File: src/chi_pkg.sv
// Purpose: Shared constants and types for the caption host interface.
// Assumes: Serial bus pins are sampled synchronously to mclk.
// Notes:   Subaddresses, control register one field positions and the control reset value live here only.
`default_nettype none

package chi_pkg;

	// ----------------------------------------------------------------
	// Subaddress map
	// ----------------------------------------------------------------
	localparam logic [2:0] CHI_SUB_CTRL0 = 3'h0;
	localparam logic [2:0] CHI_SUB_CTRL1 = 3'h1;
	localparam logic [2:0] CHI_SUB_ROW = 3'h2;
	localparam logic [2:0] CHI_SUB_COL = 3'h3;
	localparam logic [2:0] CHI_SUB_OSD = 3'h4;
	localparam logic [2:0] CHI_SUB_WR_LAST = 3'h4;
	localparam logic [2:0] CHI_SUB_RD_STATUS = 3'h0;
	localparam logic [2:0] CHI_SUB_RD_BYTE1 = 3'h1;
	localparam logic [2:0] CHI_SUB_RD_LAST = 3'h2;
	localparam logic [7:0] CHI_REG_RESET = 8'h00;
	localparam logic [6:0] CHI_DEV_ADDR_DEFAULT = 7'h3a;
	localparam logic [4:0] CHI_COL_LAST = 5'h1f;

	// ----------------------------------------------------------------
	// Field positions
	// ----------------------------------------------------------------
	localparam int CHI_C1_MODE_LO = 0;
	localparam int CHI_C1_MODE_HI = 1;
	localparam int CHI_C1_ENH_LO = 2;
	localparam int CHI_C1_ENH_HI = 3;
	localparam int CHI_C1_ACQ_OFF = 4;
	localparam int CHI_C1_WIDE = 5;
	localparam int CHI_C1_CHAN2 = 6;
	localparam int CHI_C1_CLEAR = 7;
	localparam int CHI_ROW_W = 4;
	localparam int CHI_COL_W = 5;
	localparam int CHI_OSD_W = 7;

	// ----------------------------------------------------------------
	// Serial engine states
	// ----------------------------------------------------------------
	typedef enum logic [2:0] {
		CHI_ST_IDLE,
		CHI_ST_ADDR,
		CHI_ST_ACK,
		CHI_ST_WR,
		CHI_ST_RD,
		CHI_ST_RD_ACK
	} chi_bus_state_t;

	// Advance a subaddress pointer, holding at its last value
	function automatic logic [2:0] chi_next_ptr(input logic [2:0] ptr, input logic [2:0] last);
		chi_next_ptr = (ptr == last) ? last : ptr + 3'h1;
	endfunction

endpackage

`default_nettype wire

File: src/chi_byte_if.sv
// Purpose: Byte-level handshake between serial engine and register side.
// Assumes: All signals belong to the mclk domain.
// Notes:   Strobes are one-cycle pulses.
`timescale 1ns/1ps
`default_nettype none

interface chi_byte_if;
	logic busy;
	logic wr_stb;
	logic wr_first;
	logic [7:0] wr_data;
	logic rd_taken;
	logic [7:0] rd_data;

	modport engine (output busy, output wr_stb, output wr_first, output wr_data,
		output rd_taken, input rd_data);
	modport regs (input busy, input wr_stb, input wr_first, input wr_data,
		input rd_taken, output rd_data);
endinterface

`default_nettype wire

File: src/chi_bus_engine.sv
// Purpose: Two-wire serial slave engine turning bus bits into byte strobes.
// Assumes: scl_in and sda_in are already synchronous to mclk.
// Notes:   Only pulls SDA low; the pin itself is open drain.
`timescale 1ns/1ps
`default_nettype none

module chi_bus_engine
	import chi_pkg::*;
#(
	parameter logic [6:0] DEV_ADDR = chi_pkg::CHI_DEV_ADDR_DEFAULT
)
(
	// Clock and reset
	input wire logic mclk,
	input wire logic reset,
	// Bus pins
	input wire logic scl_in,
	input wire logic sda_in,
	output logic sda_oe,
	// Byte side
	chi_byte_if.engine bus
);

	chi_bus_state_t state_ff, nxt_state;
	logic [2:0] bit_ff, nxt_bit;
	logic [7:0] shift_ff, nxt_shift;
	logic rw_ff, nxt_rw;
	logic ack_ff, nxt_ack;
	logic oe_ff, nxt_oe;
	logic first_ff, nxt_first;
	logic wr_first_ff, nxt_wr_first;
	logic wr_stb_ff, nxt_wr_stb;
	logic rd_taken_ff, nxt_rd_taken;
	logic scl_d_ff, sda_d_ff;
	logic scl_rise, scl_fall, start_c, stop_c;

	// ----------------------------------------------------------------
	// Bus conditions
	// ----------------------------------------------------------------
	// SDA moving while SCL stays high marks start or stop
	assign scl_rise = scl_in & ~scl_d_ff;
	assign scl_fall = ~scl_in & scl_d_ff;
	assign start_c = scl_in & scl_d_ff & sda_d_ff & ~sda_in;
	assign stop_c = scl_in & scl_d_ff & ~sda_d_ff & sda_in;

	assign sda_oe = oe_ff;
	assign bus.busy = (state_ff != CHI_ST_IDLE);
	assign bus.wr_stb = wr_stb_ff;
	assign bus.wr_first = wr_first_ff;
	assign bus.wr_data = shift_ff;
	assign bus.rd_taken = rd_taken_ff;

	// ----------------------------------------------------------------
	// Next-state logic
	// ----------------------------------------------------------------
	// Acknowledge spans two SCL falls: pull at the first; at the next, release, or drive the first read bit on a read
	always_comb
	begin
		nxt_state = state_ff;
		nxt_bit = bit_ff;
		nxt_shift = shift_ff;
		nxt_rw = rw_ff;
		nxt_ack = ack_ff;
		nxt_oe = oe_ff;
		nxt_first = first_ff;
		nxt_wr_first = wr_first_ff;
		nxt_wr_stb = 1'b0;
		nxt_rd_taken = 1'b0;
		if (start_c)
		begin
			nxt_state = CHI_ST_ADDR;
			nxt_bit = 3'h0;
			nxt_oe = 1'b0;
			nxt_ack = 1'b0;
		end
		else if (stop_c)
		begin
			nxt_state = CHI_ST_IDLE;
			nxt_oe = 1'b0;
			nxt_ack = 1'b0;
		end
		else
		begin
			case (state_ff)
				CHI_ST_IDLE: nxt_oe = 1'b0;
				CHI_ST_ADDR, CHI_ST_WR:
					if (scl_rise)
					begin
						nxt_shift = {shift_ff[6:0], sda_in};
						nxt_bit = bit_ff + 3'h1;
						if (bit_ff == 3'h7)
						begin
							nxt_state = CHI_ST_ACK;
							if (state_ff == CHI_ST_WR)
							begin
								nxt_wr_stb = 1'b1;
								nxt_wr_first = first_ff;
								nxt_first = 1'b0;
								nxt_rw = 1'b0;
							end
							else if (shift_ff[6:0] == DEV_ADDR)
							begin
								nxt_rw = sda_in;
								nxt_first = 1'b1;
							end
							else
								nxt_state = CHI_ST_IDLE; // Not our address
						end
					end
				CHI_ST_ACK:
					if (scl_fall)
					begin
						nxt_ack = ~ack_ff;
						nxt_oe = ~ack_ff;
						if (ack_ff && rw_ff)
						begin
							nxt_shift = bus.rd_data;
							nxt_oe = ~bus.rd_data[7];
							nxt_bit = 3'h0;
							nxt_rd_taken = 1'b1;
							nxt_state = CHI_ST_RD;
						end
						else if (ack_ff)
						begin
							nxt_bit = 3'h0;
							nxt_state = CHI_ST_WR;
						end
					end
				CHI_ST_RD:
				begin
					if (scl_fall)
					begin
						nxt_shift = {shift_ff[6:0], 1'b0};
						nxt_oe = ~shift_ff[6];
					end
					if (scl_rise)
					begin
						nxt_bit = bit_ff + 3'h1;
						if (bit_ff == 3'h7)
						begin
							nxt_state = CHI_ST_RD_ACK;
							nxt_ack = 1'b0;
						end
					end
				end
				CHI_ST_RD_ACK:
					if (scl_fall && !ack_ff)
						nxt_oe = 1'b0;
					else if (scl_rise)
					begin
						// Master not-acknowledge ends the read
						if (sda_in)
							nxt_state = CHI_ST_IDLE;
						else
							nxt_ack = 1'b1;
					end
					else if (scl_fall)
					begin
						nxt_shift = bus.rd_data;
						nxt_oe = ~bus.rd_data[7];
						nxt_bit = 3'h0;
						nxt_ack = 1'b0;
						nxt_rd_taken = 1'b1;
						nxt_state = CHI_ST_RD;
					end
				default: nxt_state = CHI_ST_IDLE;
			endcase
		end
	end

	// Registers
	always_ff @(posedge mclk)
	begin
		if (reset)
		begin
			state_ff <= CHI_ST_IDLE;
			bit_ff <= 3'h0;
			shift_ff <= 8'h00;
			rw_ff <= 1'b0;
			ack_ff <= 1'b0;
			oe_ff <= 1'b0;
			first_ff <= 1'b0;
			wr_first_ff <= 1'b0;
			wr_stb_ff <= 1'b0;
			rd_taken_ff <= 1'b0;
			scl_d_ff <= 1'b1;
			sda_d_ff <= 1'b1;
		end
		else
		begin
			state_ff <= nxt_state;
			bit_ff <= nxt_bit;
			shift_ff <= nxt_shift;
			rw_ff <= nxt_rw;
			ack_ff <= nxt_ack;
			oe_ff <= nxt_oe;
			first_ff <= nxt_first;
			wr_first_ff <= nxt_wr_first;
			wr_stb_ff <= nxt_wr_stb;
			rd_taken_ff <= nxt_rd_taken;
			scl_d_ff <= scl_in;
			sda_d_ff <= sda_in;
		end
	end
endmodule // chi_bus_engine

`default_nettype wire

File: src/chi_caption_host_interface.sv
// Purpose: Host control interface of a line-21 caption device.
// Assumes: Pins synchronous to mclk; acquisition logic feeds acq_* ports.
// Notes:   Contract
`timescale 1ns/1ps
`default_nettype none

module chi_caption_host_interface
	import chi_pkg::*;
#(
	parameter logic [6:0] DEV_ADDR = chi_pkg::CHI_DEV_ADDR_DEFAULT
)
(
	// Clock and reset
	input wire logic mclk,
	input wire logic reset,
	// Serial bus pins
	input wire logic scl_in,
	input wire logic sda_in,
	output logic sda_out,
	output logic sda_oe,
	// Data-ready pin
	input wire logic data_ready_n_in,
	output logic data_ready_n_out,
	output logic data_ready_n_oe,
	// Operating controls
	input wire logic standalone_mode,
	input wire logic dr_out_enable,
	// From acquisition
	input wire logic acq_new_data,
	input wire logic acq_parity_shutdown,
	input wire logic acq_eds,
	input wire logic acq_field2,
	input wire logic [7:0] acq_byte1,
	input wire logic [7:0] acq_byte2,
	// Configuration outputs
	output logic [7:0] ctrl0,
	output logic display_mode_hi,
	output logic display_mode_lo,
	output logic caption_ch2,
	output logic [1:0] enh_mode,
	output logic acq_off,
	output logic wide_window,
	output logic clear_page,
	// On-screen display outputs
	output logic [chi_pkg::CHI_ROW_W-1:0] osd_row,
	output logic [chi_pkg::CHI_COL_W-1:0] osd_col,
	output logic [chi_pkg::CHI_OSD_W-1:0] osd_data,
	output logic osd_wr
);

	import chi_pkg::*;

	// Reserved address ranges cannot be served
	if (DEV_ADDR[6:3] == 4'h0 || DEV_ADDR[6:3] == 4'hf)
		$error("DEV_ADDR lies in a reserved address range");

	chi_byte_if bus();
	logic engine_oe;

	chi_bus_engine #(.DEV_ADDR(DEV_ADDR)) u_engine (
		.mclk(mclk),
		.reset(reset),
		.scl_in(scl_in),
		.sda_in(sda_in),
		.sda_oe(engine_oe),
		.bus(bus)
	);

	logic [7:0] ctrl0_ff, nxt_ctrl0, ctrl1_ff, nxt_ctrl1;
	logic [CHI_ROW_W-1:0] row_ff, nxt_row;
	logic [CHI_COL_W-1:0] col_ff, nxt_col;
	logic [CHI_OSD_W-1:0] osd_ff, nxt_osd;
	logic osd_wr_ff, nxt_osd_wr;
	logic [2:0] wr_ptr_ff, nxt_wr_ptr, rd_ptr_ff, nxt_rd_ptr;
	logic stat_ready_ff, stat_pshut_ff, stat_eds_ff, stat_field_ff, stat_por_ff;
	logic nxt_ready, nxt_pshut, nxt_eds, nxt_field, nxt_por;
	logic [7:0] data1_ff, nxt_data1, data2_ff, nxt_data2;
	logic rd_clear;
	logic [2:0] strap_ff, nxt_strap;
	logic mode_hi_ff, mode_lo_ff, ch2_ff, nxt_mode_hi, nxt_mode_lo, nxt_ch2;
	logic dr_out_ff, dr_oe_ff, sda_oe_ff;

	// ----------------------------------------------------------------
	// Write registers and pointers
	// ----------------------------------------------------------------
	// Host writes are ignored in stand-alone mode, where the pins are straps
	always_comb
	begin
		nxt_ctrl0 = ctrl0_ff;
		nxt_ctrl1 = ctrl1_ff;
		nxt_row = row_ff;
		nxt_col = col_ff;
		nxt_osd = osd_ff;
		nxt_osd_wr = 1'b0;
		nxt_wr_ptr = wr_ptr_ff;
		nxt_rd_ptr = rd_ptr_ff;
		rd_clear = 1'b0;
		if (bus.wr_stb && !standalone_mode)
		begin
			if (bus.wr_first)
			begin
				// Out-of-range subaddresses park at the last register
				nxt_wr_ptr = (bus.wr_data > {5'h00, CHI_SUB_WR_LAST}) ? CHI_SUB_WR_LAST
					: bus.wr_data[2:0];
				nxt_rd_ptr = (bus.wr_data > {5'h00, CHI_SUB_RD_LAST}) ? CHI_SUB_RD_LAST
					: bus.wr_data[2:0];
			end
			else
			begin
				case (wr_ptr_ff)
					CHI_SUB_CTRL0: nxt_ctrl0 = bus.wr_data;
					CHI_SUB_CTRL1: nxt_ctrl1 = bus.wr_data;
					CHI_SUB_ROW: nxt_row = bus.wr_data[CHI_ROW_W-1:0];
					CHI_SUB_COL: nxt_col = bus.wr_data[CHI_COL_W-1:0];
					CHI_SUB_OSD:
					begin
						nxt_osd = bus.wr_data[CHI_OSD_W-1:0];
						nxt_osd_wr = 1'b1;
						nxt_col = col_ff + 5'h01; // Column wraps into next row
						if (col_ff == CHI_COL_LAST)
							nxt_row = row_ff + 4'h1;
					end
					default: nxt_osd_wr = 1'b0;
				endcase
				nxt_wr_ptr = chi_next_ptr(wr_ptr_ff, CHI_SUB_WR_LAST);
			end
		end
		if (bus.rd_taken)
		begin
			rd_clear = (rd_ptr_ff == CHI_SUB_RD_STATUS);
			nxt_rd_ptr = chi_next_ptr(rd_ptr_ff, CHI_SUB_RD_LAST);
		end
	end

	// Read byte selected by the read pointer
	always_comb
	begin
		case (rd_ptr_ff)
			CHI_SUB_RD_STATUS:
				bus.rd_data = {stat_por_ff, 3'h0, stat_field_ff, stat_eds_ff,
					stat_pshut_ff, stat_ready_ff};
			CHI_SUB_RD_BYTE1: bus.rd_data = data1_ff;
			default: bus.rd_data = data2_ff;
		endcase
	end

	// ----------------------------------------------------------------
	// Status, straps and pins
	// ----------------------------------------------------------------
	// A new event in the clearing cycle survives: set beats clear
	always_comb
	begin
		nxt_ready = (stat_ready_ff & ~rd_clear) | acq_new_data;
		nxt_pshut = (stat_pshut_ff & ~rd_clear) | acq_parity_shutdown;
		nxt_eds = (stat_eds_ff & ~rd_clear) | (acq_new_data & acq_eds);
		nxt_field = (stat_field_ff & ~rd_clear) | (acq_new_data & acq_field2);
		nxt_por = stat_por_ff & ~rd_clear;
		nxt_data1 = acq_new_data ? acq_byte1 : data1_ff;
		nxt_data2 = acq_new_data ? acq_byte2 : data2_ff;
		// Straps only follow the pins while no transfer is running
		nxt_strap = (standalone_mode && !bus.busy) ? {data_ready_n_in, scl_in, sda_in}
			: strap_ff;
		nxt_mode_hi = standalone_mode ? strap_ff[1] : ctrl1_ff[CHI_C1_MODE_HI];
		nxt_mode_lo = standalone_mode ? strap_ff[0] : ctrl1_ff[CHI_C1_MODE_LO];
		nxt_ch2 = standalone_mode ? strap_ff[2] : ctrl1_ff[CHI_C1_CHAN2];
	end

	// Registers
	always_ff @(posedge mclk)
	begin
		if (reset)
		begin
			ctrl0_ff <= CHI_REG_RESET;
			ctrl1_ff <= CHI_REG_RESET;
			row_ff <= '0;
			col_ff <= '0;
			osd_ff <= '0;
			osd_wr_ff <= 1'b0;
			wr_ptr_ff <= CHI_SUB_CTRL0;
			rd_ptr_ff <= CHI_SUB_RD_STATUS;
			stat_ready_ff <= 1'b0;
			stat_pshut_ff <= 1'b0;
			stat_eds_ff <= 1'b0;
			stat_field_ff <= 1'b0;
			stat_por_ff <= 1'b1;
			data1_ff <= 8'h00;
			data2_ff <= 8'h00;
			strap_ff <= 3'h0;
			mode_hi_ff <= 1'b0;
			mode_lo_ff <= 1'b0;
			ch2_ff <= 1'b0;
			dr_out_ff <= 1'b1;
			dr_oe_ff <= 1'b0;
			sda_oe_ff <= 1'b0;
		end
		else
		begin
			ctrl0_ff <= nxt_ctrl0;
			ctrl1_ff <= nxt_ctrl1;
			row_ff <= nxt_row;
			col_ff <= nxt_col;
			osd_ff <= nxt_osd;
			osd_wr_ff <= nxt_osd_wr;
			wr_ptr_ff <= nxt_wr_ptr;
			rd_ptr_ff <= nxt_rd_ptr;
			stat_ready_ff <= nxt_ready;
			stat_pshut_ff <= nxt_pshut;
			stat_eds_ff <= nxt_eds;
			stat_field_ff <= nxt_field;
			stat_por_ff <= nxt_por;
			data1_ff <= nxt_data1;
			data2_ff <= nxt_data2;
			strap_ff <= nxt_strap;
			mode_hi_ff <= nxt_mode_hi;
			mode_lo_ff <= nxt_mode_lo;
			ch2_ff <= nxt_ch2;
			dr_out_ff <= ~stat_ready_ff;
			dr_oe_ff <= dr_out_enable & ~standalone_mode;
			sda_oe_ff <= engine_oe;
		end
	end

	// Outputs straight from flops, sda_out tied to 0; SDA only ever pulls low
	assign sda_out = 1'b0;
	assign sda_oe = sda_oe_ff;
	assign data_ready_n_out = dr_out_ff;
	assign data_ready_n_oe = dr_oe_ff;
	assign ctrl0 = ctrl0_ff;
	assign display_mode_hi = mode_hi_ff;
	assign display_mode_lo = mode_lo_ff;
	assign caption_ch2 = ch2_ff;
	assign enh_mode = ctrl1_ff[CHI_C1_ENH_HI:CHI_C1_ENH_LO];
	assign acq_off = ctrl1_ff[CHI_C1_ACQ_OFF];
	assign wide_window = ctrl1_ff[CHI_C1_WIDE];
	assign clear_page = ctrl1_ff[CHI_C1_CLEAR];
	assign osd_row = row_ff;
	assign osd_col = col_ff;
	assign osd_data = osd_ff;
	assign osd_wr = osd_wr_ff;
endmodule // chi_caption_host_interface

`default_nettype wire

File: config.mk
export PLATFORM = sky130hd
export DESIGN_NAME = chi_caption_host_interface
export DESIGN_NICKNAME = d
export VERILOG_FILES = /design/src/chi_pkg.sv /design/src/chi_byte_if.sv /design/src/chi_bus_engine.sv /design/src/chi_caption_host_interface.sv
export SDC_FILE = /design/constraint.sdc
export NUM_CORES = 1
export LEC_CHECK = 0
export ABC_CLOCK_PERIOD_IN_PS = 3150
export BUFFER_PORTS_ARGS = -buffer_cell sky130_fd_sc_hd__buf_2
export CAP_MARGIN = 20
export CORE_UTILIZATION = 35
export CTS_BUF_LIST = sky130_fd_sc_hd__clkbuf_2
export CTS_CLUSTER_DIAMETER = 50
export DETAILED_ROUTE_END_ITERATION = 10
export PLACE_DENSITY = 0.58
export SKIP_LAST_GASP = 1
export SLEW_MARGIN = 20
export SYNTH_ARGS = -nofsm -noshare
export SYNTH_HDL_FRONTEND = slang
export SYNTH_SLANG_ARGS = --single-unit
File: constraint.sdc
create_clock -name mclk -period 3.15 [get_ports mclk]
set_input_delay 0.315 -clock mclk [delete_from_list [all_inputs] [get_ports mclk]]
set_output_delay 0.315 -clock mclk [all_outputs]
set_load 0.01 [all_outputs]
==> summary.txt, run 1 <==
Logic synthesis
  • Seq cells post-synth: 92
  • Adder and majority gate portion of the synthesized area: 0.0359
  • Register area share after synthesis: 0.407
  • Cells after synthesis: ~510
  • EDFF count, synth: 0
  • Post-synth net total: 549
  • Post-synth ARST share: 0
  • Yosys top cell area share: 0.407
  • Largest family of logic cells by synthesized area: simple AND/OR/NAND/NOR gates
  • Most used DFF post-synth: dfxtp_1
  • Area fraction in compound gates after synthesis: 0.182
  • Count leader, synth: dfxtp_1
  • Top cells by area, synth: dfxtp_1, mux2i_1, nor2_1
  • Post-synth top area cell: dfxtp_1
  • Xor and xnor area share after synthesis: 0.00193
  • Distinct cells, synth: 74
  • Post-Synth Simple-Gate Area: 0.212
  • Avg Inst Size Synth: 8.90 sq um
  • Post-synth top cells: dfxtp_1, nor2_1, nand2_1
  • Mux cell area share after synthesis: 0.107
  • Synthesis Warnings: 0
  • Post-Syn Area: 4530 sq um

Layout
  • Area Overhead vs Synth: 15.1%
  • Diodes inserted: 0
  • Storage cell area: between 1500 and 2000 sq um
  • Final Core Density: 0.413
  • Layout cell share with drive strength beyond 1: 0.189
  • Fillers: 1280
  • Area of the multi-input gates: 2440 sq um
  • Layout Nets: 609

Clock tree
  • CTS Buf Count: 9
  • H-tree depth: 3
  • Cts repair resizes: 0
  • Root Buffer: clkbuf_2
  • CTS tree: done
  • Clk sink count: 92
  • Clock transition at path regs: 0.23 ns
  • Skew-Pair Late Insertion Delay: 0.60 ns
  • Bufs on Longest Clock Path: 2

Detailed routing
  • Drt total wl: 11100 um
  • Vias: 3845
  • DRC viols: 0
  • DR vias/cell: 5.17
  • Antenna-violating nets left: 0
  • Initial DRC Count: 211
  • Wire length per cell: 15.0 um
  • Pre-antenna DRT Iters: 5

Timing
  • Hold Fails Final Rpt: 0
  • Maximum clock rate: between 0.4 and 0.5 GHz
  • Tcrit/Tclk final: 0.714
  • Worst Skew: 0.0136 ns
  • Min Tclk post-route: 2.25 ns
  • Max_slew headroom: 0.509
  • Final setup violation count: 0
  • Slew @ Worst Pin: 0.736 ns
  • RSZ-0062 raised after global routing: false
  • Fin Setup TNS: 0 ns
  • Fin. max-slew vios: 0
  • Setup slack after layout: approximately 0.9 ns

Placed design
  • HPWL Detailed: 7710 um
  • Pre-CTS setup slack: approximately 0.98 ns
  • Port buffer count: just over 60
  • RePlAce Congestion: 0.891

Pwr
  • Pleak: 2.13 nW
  • Max rail drop VDD: 0.000165 V
  • PD cells: 380 nW/um^2

GRT
  • Total congestion overflow: 0
  • Pin count of the biggest net entering global routing: a little over 40
  • GRT Resource Usage Total: 0.175
  • First-pass GRT wire length: 18000 um
  • Initial antenna violation count: 0
  • Vias in the first global route: 3636

Floorplan
  • Die width: 116 um
  • Io pins: 64
  • Die area: 13400 sq um
  • Core Rows: 41
  • Initial Utilization: 0.359
  • Placeable Area: 12600 sq um
  • Die Height: 116 um

Critical path
  • Crit end category: flip-flop
  • R2R Path End: osd_col[0]
  • CP startpoint kind: flip-flop
  • Worst r2r path cells: 7
  • Flop2flop setup slack: approximately 0.9 ns
  • WP data required: 3.63 ns
  • CP max FO: 13
  • R2R Path Start: wr_ptr_ff[0]
  • Setup CP Type: flip-flop to flip-flop
  • Worst EP arrival: about 2.7 ns

Min path
  • Worst Hold End: u_engine.sda_d_ff
  • Min-delay src: sda_in
  • Hold WC Path Type: input port to flip-flop
  • Hold path depth: 2

Flow run
  • Max-cap violations: 0

Run status
  • Outcome: finished clean
==> routing by layer <==
layer  track usage  wire (um)  vias to the layer above
li1              -          -                     1910
met1         0.222       5060                     1826
met5             0          0                        -
met3        0.0434        518                       17
met2         0.286       5350                       92
met4        0.0658        199                        0
==> what timing repair did <==
action                                 in CTS  in global routing
endpoints found under the hold margin      21                  0
setup endpoints to repair                   0                  0
buffers inserted                            0                  0
hold buffers                               22                  0
==> worst max-delay path, cell delays in order, from the launching register on <==
cell	delay [ns]
dfxtp_1	0.39
inv_1	0.12
ha_1	0.41
nand2_1	0.35
a21oi_2	0.48
mux2i_1	0.14
a31oi_1	0.18
nor2_1	0.07
==> sequential cells by signal (all words and copies together) (netlist names), 3 cells and up <==
name,cells
ctrl1_ff,8
data1_ff,8
osd_col,5
wr_ptr_ff,3
osd_row,4
data2_ff,8
u_engine.bit_ff,3
rd_ptr_ff,3
osd_data,7
strap_ff,3
ctrl0,8
u_engine.state_ff,3
u_engine.bus.wr_data,8
==> where the power goes <==
group,switching [mW],internal (mW),leakage (nW),total (mW)
clock,0.389,0.252,0.0737,0.641
combinational,0.0697,0.0668,1.31,0.136
sequential,0.0140,1.19,0.747,1.20
==> worst max-delay path by stage <==
stage | slack (ns) | from | cells past startpoint | end
detailed placement | 0.98 | wr_ptr_ff[0] | 7 | osd_col[0]
CTS | 0.92 | wr_ptr_ff[0] | 7 | osd_col[0]
global route | 0.67 | wr_ptr_ff[0] | 7 | osd_col[0]
global placement | 1.11 | u_engine.state_ff[2] | 5 | u_engine.state_ff[1]
floorplan | 1.38 | rd_ptr_ff[0] | 8 | u_engine.bus.wr_data[0]
finish | 0.90 | wr_ptr_ff[0] | 7 | osd_col[0]
==> metrics by stage <==
stage	instance area [sq um]	power (mW)	std cells	hold WS [ns]
5_1_grt	5210	2.06	743	0.0374
3_5_place_dp	4880	1.34	708	0.415
2_1_floorplan	4530	1.30	509	0.383
6_report	5210	1.98	743	0.0622
4_1_cts	5210	2.00	743	0.0306
3_3_place_gp	4880	1.34	708	0.412
==> cell families (layout without fill, tap and decap cells) <==
| kind of cell | Yosys count | after routing |
|---|---|---|
| buffers and inverters | 50 | 112 |
| AO/OA/AOI/OAI | 113 | 113 |
| XOR/XNOR | 1 | 1 |
| multiplexers | 48 | 48 |
| other | 1 | 1 |
| AND/OR/NAND/NOR | 191 | 191 |
| flip-flops | 92 | 92 |
| adder cells (fa/ha/maj) | 13 | 13 |
==> final cells by class <==
cell class,count,share of cell area
multi-input combinational,367,0.469
timing repair buffer,87,0.106
tap,172,0.0413
sequential,92,0.353
clock buffer,10,0.00960
clock inverter,3,0.0125
inverter,12,0.00864
==> placed cells by master (no fill, tap or decap), drive strengths merged, types with 2 or more instances in the layout <==
master	netlist	layout
mux2i	44	44
nor3b	2	2
clkbuf	20	10
a22oi	13	13
and3	4	4
nor2b	8	8
nor3	9	9
nand3	21	21
or3b	3	3
a21oi	42	42
nand3b	4	4
o32ai	3	3
a32oi	2	2
nor2	69	69
and3b	2	2
a21o	2	2
nand2	45	45
a31oi	2	2
inv	12	12
buf	18	65
nand2b	10	10
a221oi	3	3
mux2	4	4
o21ai	9	9
dlygate4sd3	0	22
or4	3	3
o21bai	2	2
and2b	2	2
o22ai	3	3
a211oi	7	7
and2	2	2
dfxtp	92	92
o2bb2ai	6	6
bufinv	0	2
or2	3	3
a2111oi	2	2
o31ai	4	4
ha	13	13
a21boi	3	3
Note: power is estimated with default switching activity, not from simulation.
==> inputs of run 2 (changes only) <==
--- a/config.mk
+++ b/config.mk
@@ -5,14 +5,14 @@
 export SDC_FILE = /design/constraint.sdc
 export NUM_CORES = 1
 export LEC_CHECK = 0
-export ABC_CLOCK_PERIOD_IN_PS = 3150
+export ABC_CLOCK_PERIOD_IN_PS = 2000
 export BUFFER_PORTS_ARGS = -buffer_cell sky130_fd_sc_hd__buf_2
 export CAP_MARGIN = 20
 export CORE_UTILIZATION = 35
 export CTS_BUF_LIST = sky130_fd_sc_hd__clkbuf_2
 export CTS_CLUSTER_DIAMETER = 50
 export DETAILED_ROUTE_END_ITERATION = 10
-export PLACE_DENSITY = 0.58
+export PLACE_DENSITY = 0.6
 export SKIP_LAST_GASP = 1
 export SLEW_MARGIN = 20
 export SYNTH_ARGS = -nofsm -noshare
==> constraint.sdc (replaced) <==
create_clock -name mclk -period 2 [get_ports mclk]
set_input_delay 0.2 -clock mclk [delete_from_list [all_inputs] [get_ports mclk]]
set_output_delay 0.2 -clock mclk [all_outputs]
set_load 0.01 [all_outputs]
==> summary.txt, run 2 (synthesis results as in run 1) <==
Run status
  • Outcome: finished clean (unchanged)

Floorplan
  • Placeable Area: 12600 sq um (unchanged)
  • Die width: 116 um (unchanged)
  • Core Rows: 41 (unchanged)
  • Initial Utilization: 0.359 (unchanged)
  • Die Height: 116 um (unchanged)
  • Io pins: 64 (unchanged)
  • Die area: 13400 sq um (unchanged)

Detailed routing
  • Pre-antenna DRT Iters: 5 (unchanged)
  • Vias: 3926 (was 3845)
  • Antenna-violating nets left: 0 (unchanged)
  • DRC viols: 0 (unchanged)
  • Initial DRC Count: 193 (was 211)
  • Drt total wl: 11400 um (was 11100 um)
  • Wire length per cell: 14.7 um (was 15.0 um)
  • DR vias/cell: 5.06 (was 5.17)

Timing
  • Min Hold Slack: 0.148 ns (was 0.0622 ns)
  • Slew @ Worst Pin: 0.627 ns (was 0.736 ns)
  • Min Tclk post-route: 1.92 ns (was 2.25 ns)
  • Fin. max-slew vios: 0 (unchanged)
  • Hold Fails Final Rpt: 0 (unchanged)
  • Maximum clock rate: 0.521 GHz (was 0.444 GHz)
  • Worst Skew: 0.0402 ns (was 0.0136 ns)
  • Max_slew headroom: 0.582 (was 0.509)
  • Final setup violation count: 0 (unchanged)
  • Tcrit/Tclk final: 0.959 (was 0.714)
  • Fin Setup TNS: 0 ns (unchanged)

Pwr
  • Max rail drop VDD: 0.000211 V (was 0.000165 V)
  • Pleak: 2.26 nW (was 2.13 nW)
  • Sw Pwr: 0.768 mW (was 0.472 mW)
  • Combinational fraction of design power: 0.078 (was 0.069)
  • P_int: 2.14 mW (was 1.51 mW)
  • Clock Power Share: 0.271 (was 0.324)
  • Flop pwr share: 0.651 (was 0.607)
  • Switching Share: 0.264 (was 0.239)
  • PD cells: 535 nW/um^2 (was 380 nW/um^2)

GRT
  • First-pass GRT wire length: 18800 um (was 18000 um)
  • Initial antenna violation count: 0 (unchanged)
  • GRT Resource Usage Total: 0.180 (was 0.175)
  • Pin count of the biggest net entering global routing: 61 (was 41)
  • Total congestion overflow: 0 (unchanged)
  • Vias in the first global route: 3790 (was 3636)

Layout
  • Area Overhead vs Synth: 20.0% (was 15.1%)
  • Layout Nets: 639 (was 609)
  • Post-route cell area: 5440 sq um (was 5210 sq um)
  • Non-Filler Instances: 776 (was 743)
  • Commonest non-fill, non-tap cell in the layout: dfxtp_1 (unchanged)
  • Layout cell share with drive strength beyond 1: 0.235 (was 0.189)
  • Most frequent cells in the layout: dfxtp_1, nor2_1, buf_2 (unchanged)
  • Final Core Density: 0.431 (was 0.413)
  • Diodes inserted: 0 (unchanged)

Placed design
  • HPWL Detailed: 8000 um (was 7710 um)
  • Port buffer count: 62 (unchanged)
  • RePlAce Congestion: 0.894 (was 0.891)
  • Placed cells: 733 (was 708)
  • Placed Area: 5070 sq um (was 4880 sq um)

Clock tree
  • CTS Buf Count: 9 (unchanged)
  • Clk sink count: 92 (unchanged)
  • H-tree depth: 3 (unchanged)
  • Skew-Pair Late Insertion Delay: 0.58 ns (was 0.60 ns)
  • Bufs on Longest Clock Path: 2 (unchanged)
  • CTS tree: done (unchanged)
  • Root Buffer: clkbuf_2 (unchanged)
  • Clock transition at path regs: 0.26 ns (was 0.23 ns)

Critical path
  • Worst EP arrival: 2.43 ns (was 2.73 ns)
  • Setup CP Type: flip-flop to flip-flop (unchanged)
  • CP max FO: 4 (was 13)
  • Crit end category: flip-flop (unchanged)
  • CP startpoint kind: flip-flop (unchanged)
  • WP data required: 2.51 ns (was 3.63 ns)

Flow run
  • Max-cap violations: 0 (unchanged)

Min path
  • Hold WC Path Type: input port to flip-flop (unchanged)
==> run 2: cell count changes in the layout (fill, tap and decap cells not counted), moves of 2 or more <==
| cell | delta |
|---|---|
| buf_4 | +26 |
| clkinv_1 | +2 |
| dfxtp_1 | -4 |
| bufinv_16 | -2 |
| clkinv_2 | +2 |
| dfxtp_2 | +4 |
| dlygate4sd3_1 | +4 |
==> run 2: layout make-up <==
class	count	area (sq um)
timing repair buffer	117	788
fill	1275	7180
inverter	12	45.0
sequential	92	1850
clock inverter	6	31.3
tap	172	215
multi-input combinational	367	2460
clock buffer	10	50.0
==> run 2: path summary, 6_finish.rpt <==
path,startpoint,end,slack (ns),depth (start not counted)
hold reg to reg,stat_ready_ff,data_ready_n_out,0.46,1
setup / recovery,u_engine.bit_ff[0],u_engine.state_ff[1],0.08,7
hold / removal,acq_new_data,data1_ff[7],0.15,3
setup reg to reg,u_engine.bit_ff[0],u_engine.state_ff[1],0.08,7
==> run 2: per-layer routing <==
layer,GRT usage,routed length [um],part of all wire,vias to the layer above
met2,0.294,5500,0.48,56
met1,0.236,5440,0.48,1883
met5,0,0,0,-
met3,0.0361,311,0.027,12
li1,-,-,-,1975
met4,0.0658,148,0.013,0
==> run 2: critical path, stage by stage, from the launching register on <==
cell and delay [ns]:
dfxtp_2 0.40, ha_1 0.14, ha_2 0.21, nor2_1 0.07, o22ai_2 0.16, a211oi_2 0.10
or4_1 0.54, a221oi_2 0.22
==> run 2: stage by stage <==
step	worst slack, ns	power [mW]
final	0.0810	2.91
after global routing	-0.0290	3.06
after floorplan	0.231	2.05
after global placement	0.134	2.12
after CTS	0.0286	2.95
after detailed placement	0.0894	2.12
==> run 2: power groups by stage <==
stage	Clock, mW	Sequential [mW]	Combinational, mW
6_report	0.789	1.89	0.227
5_1_grt	0.912	1.90	0.250
4_1_cts	0.831	1.90	0.228
3_5_place_dp	0	1.93	0.189
3_3_place_gp	0	1.93	0.188
2_1_floorplan	0	1.92	0.131
==> run 2: timing repair <==
action,in CTS,in global routing
endpoints found under the setup margin,0,15
hold endpoints to repair,31,0
hold buffers,26,0
buffers inserted,0,1
gates resized for setup,0,8
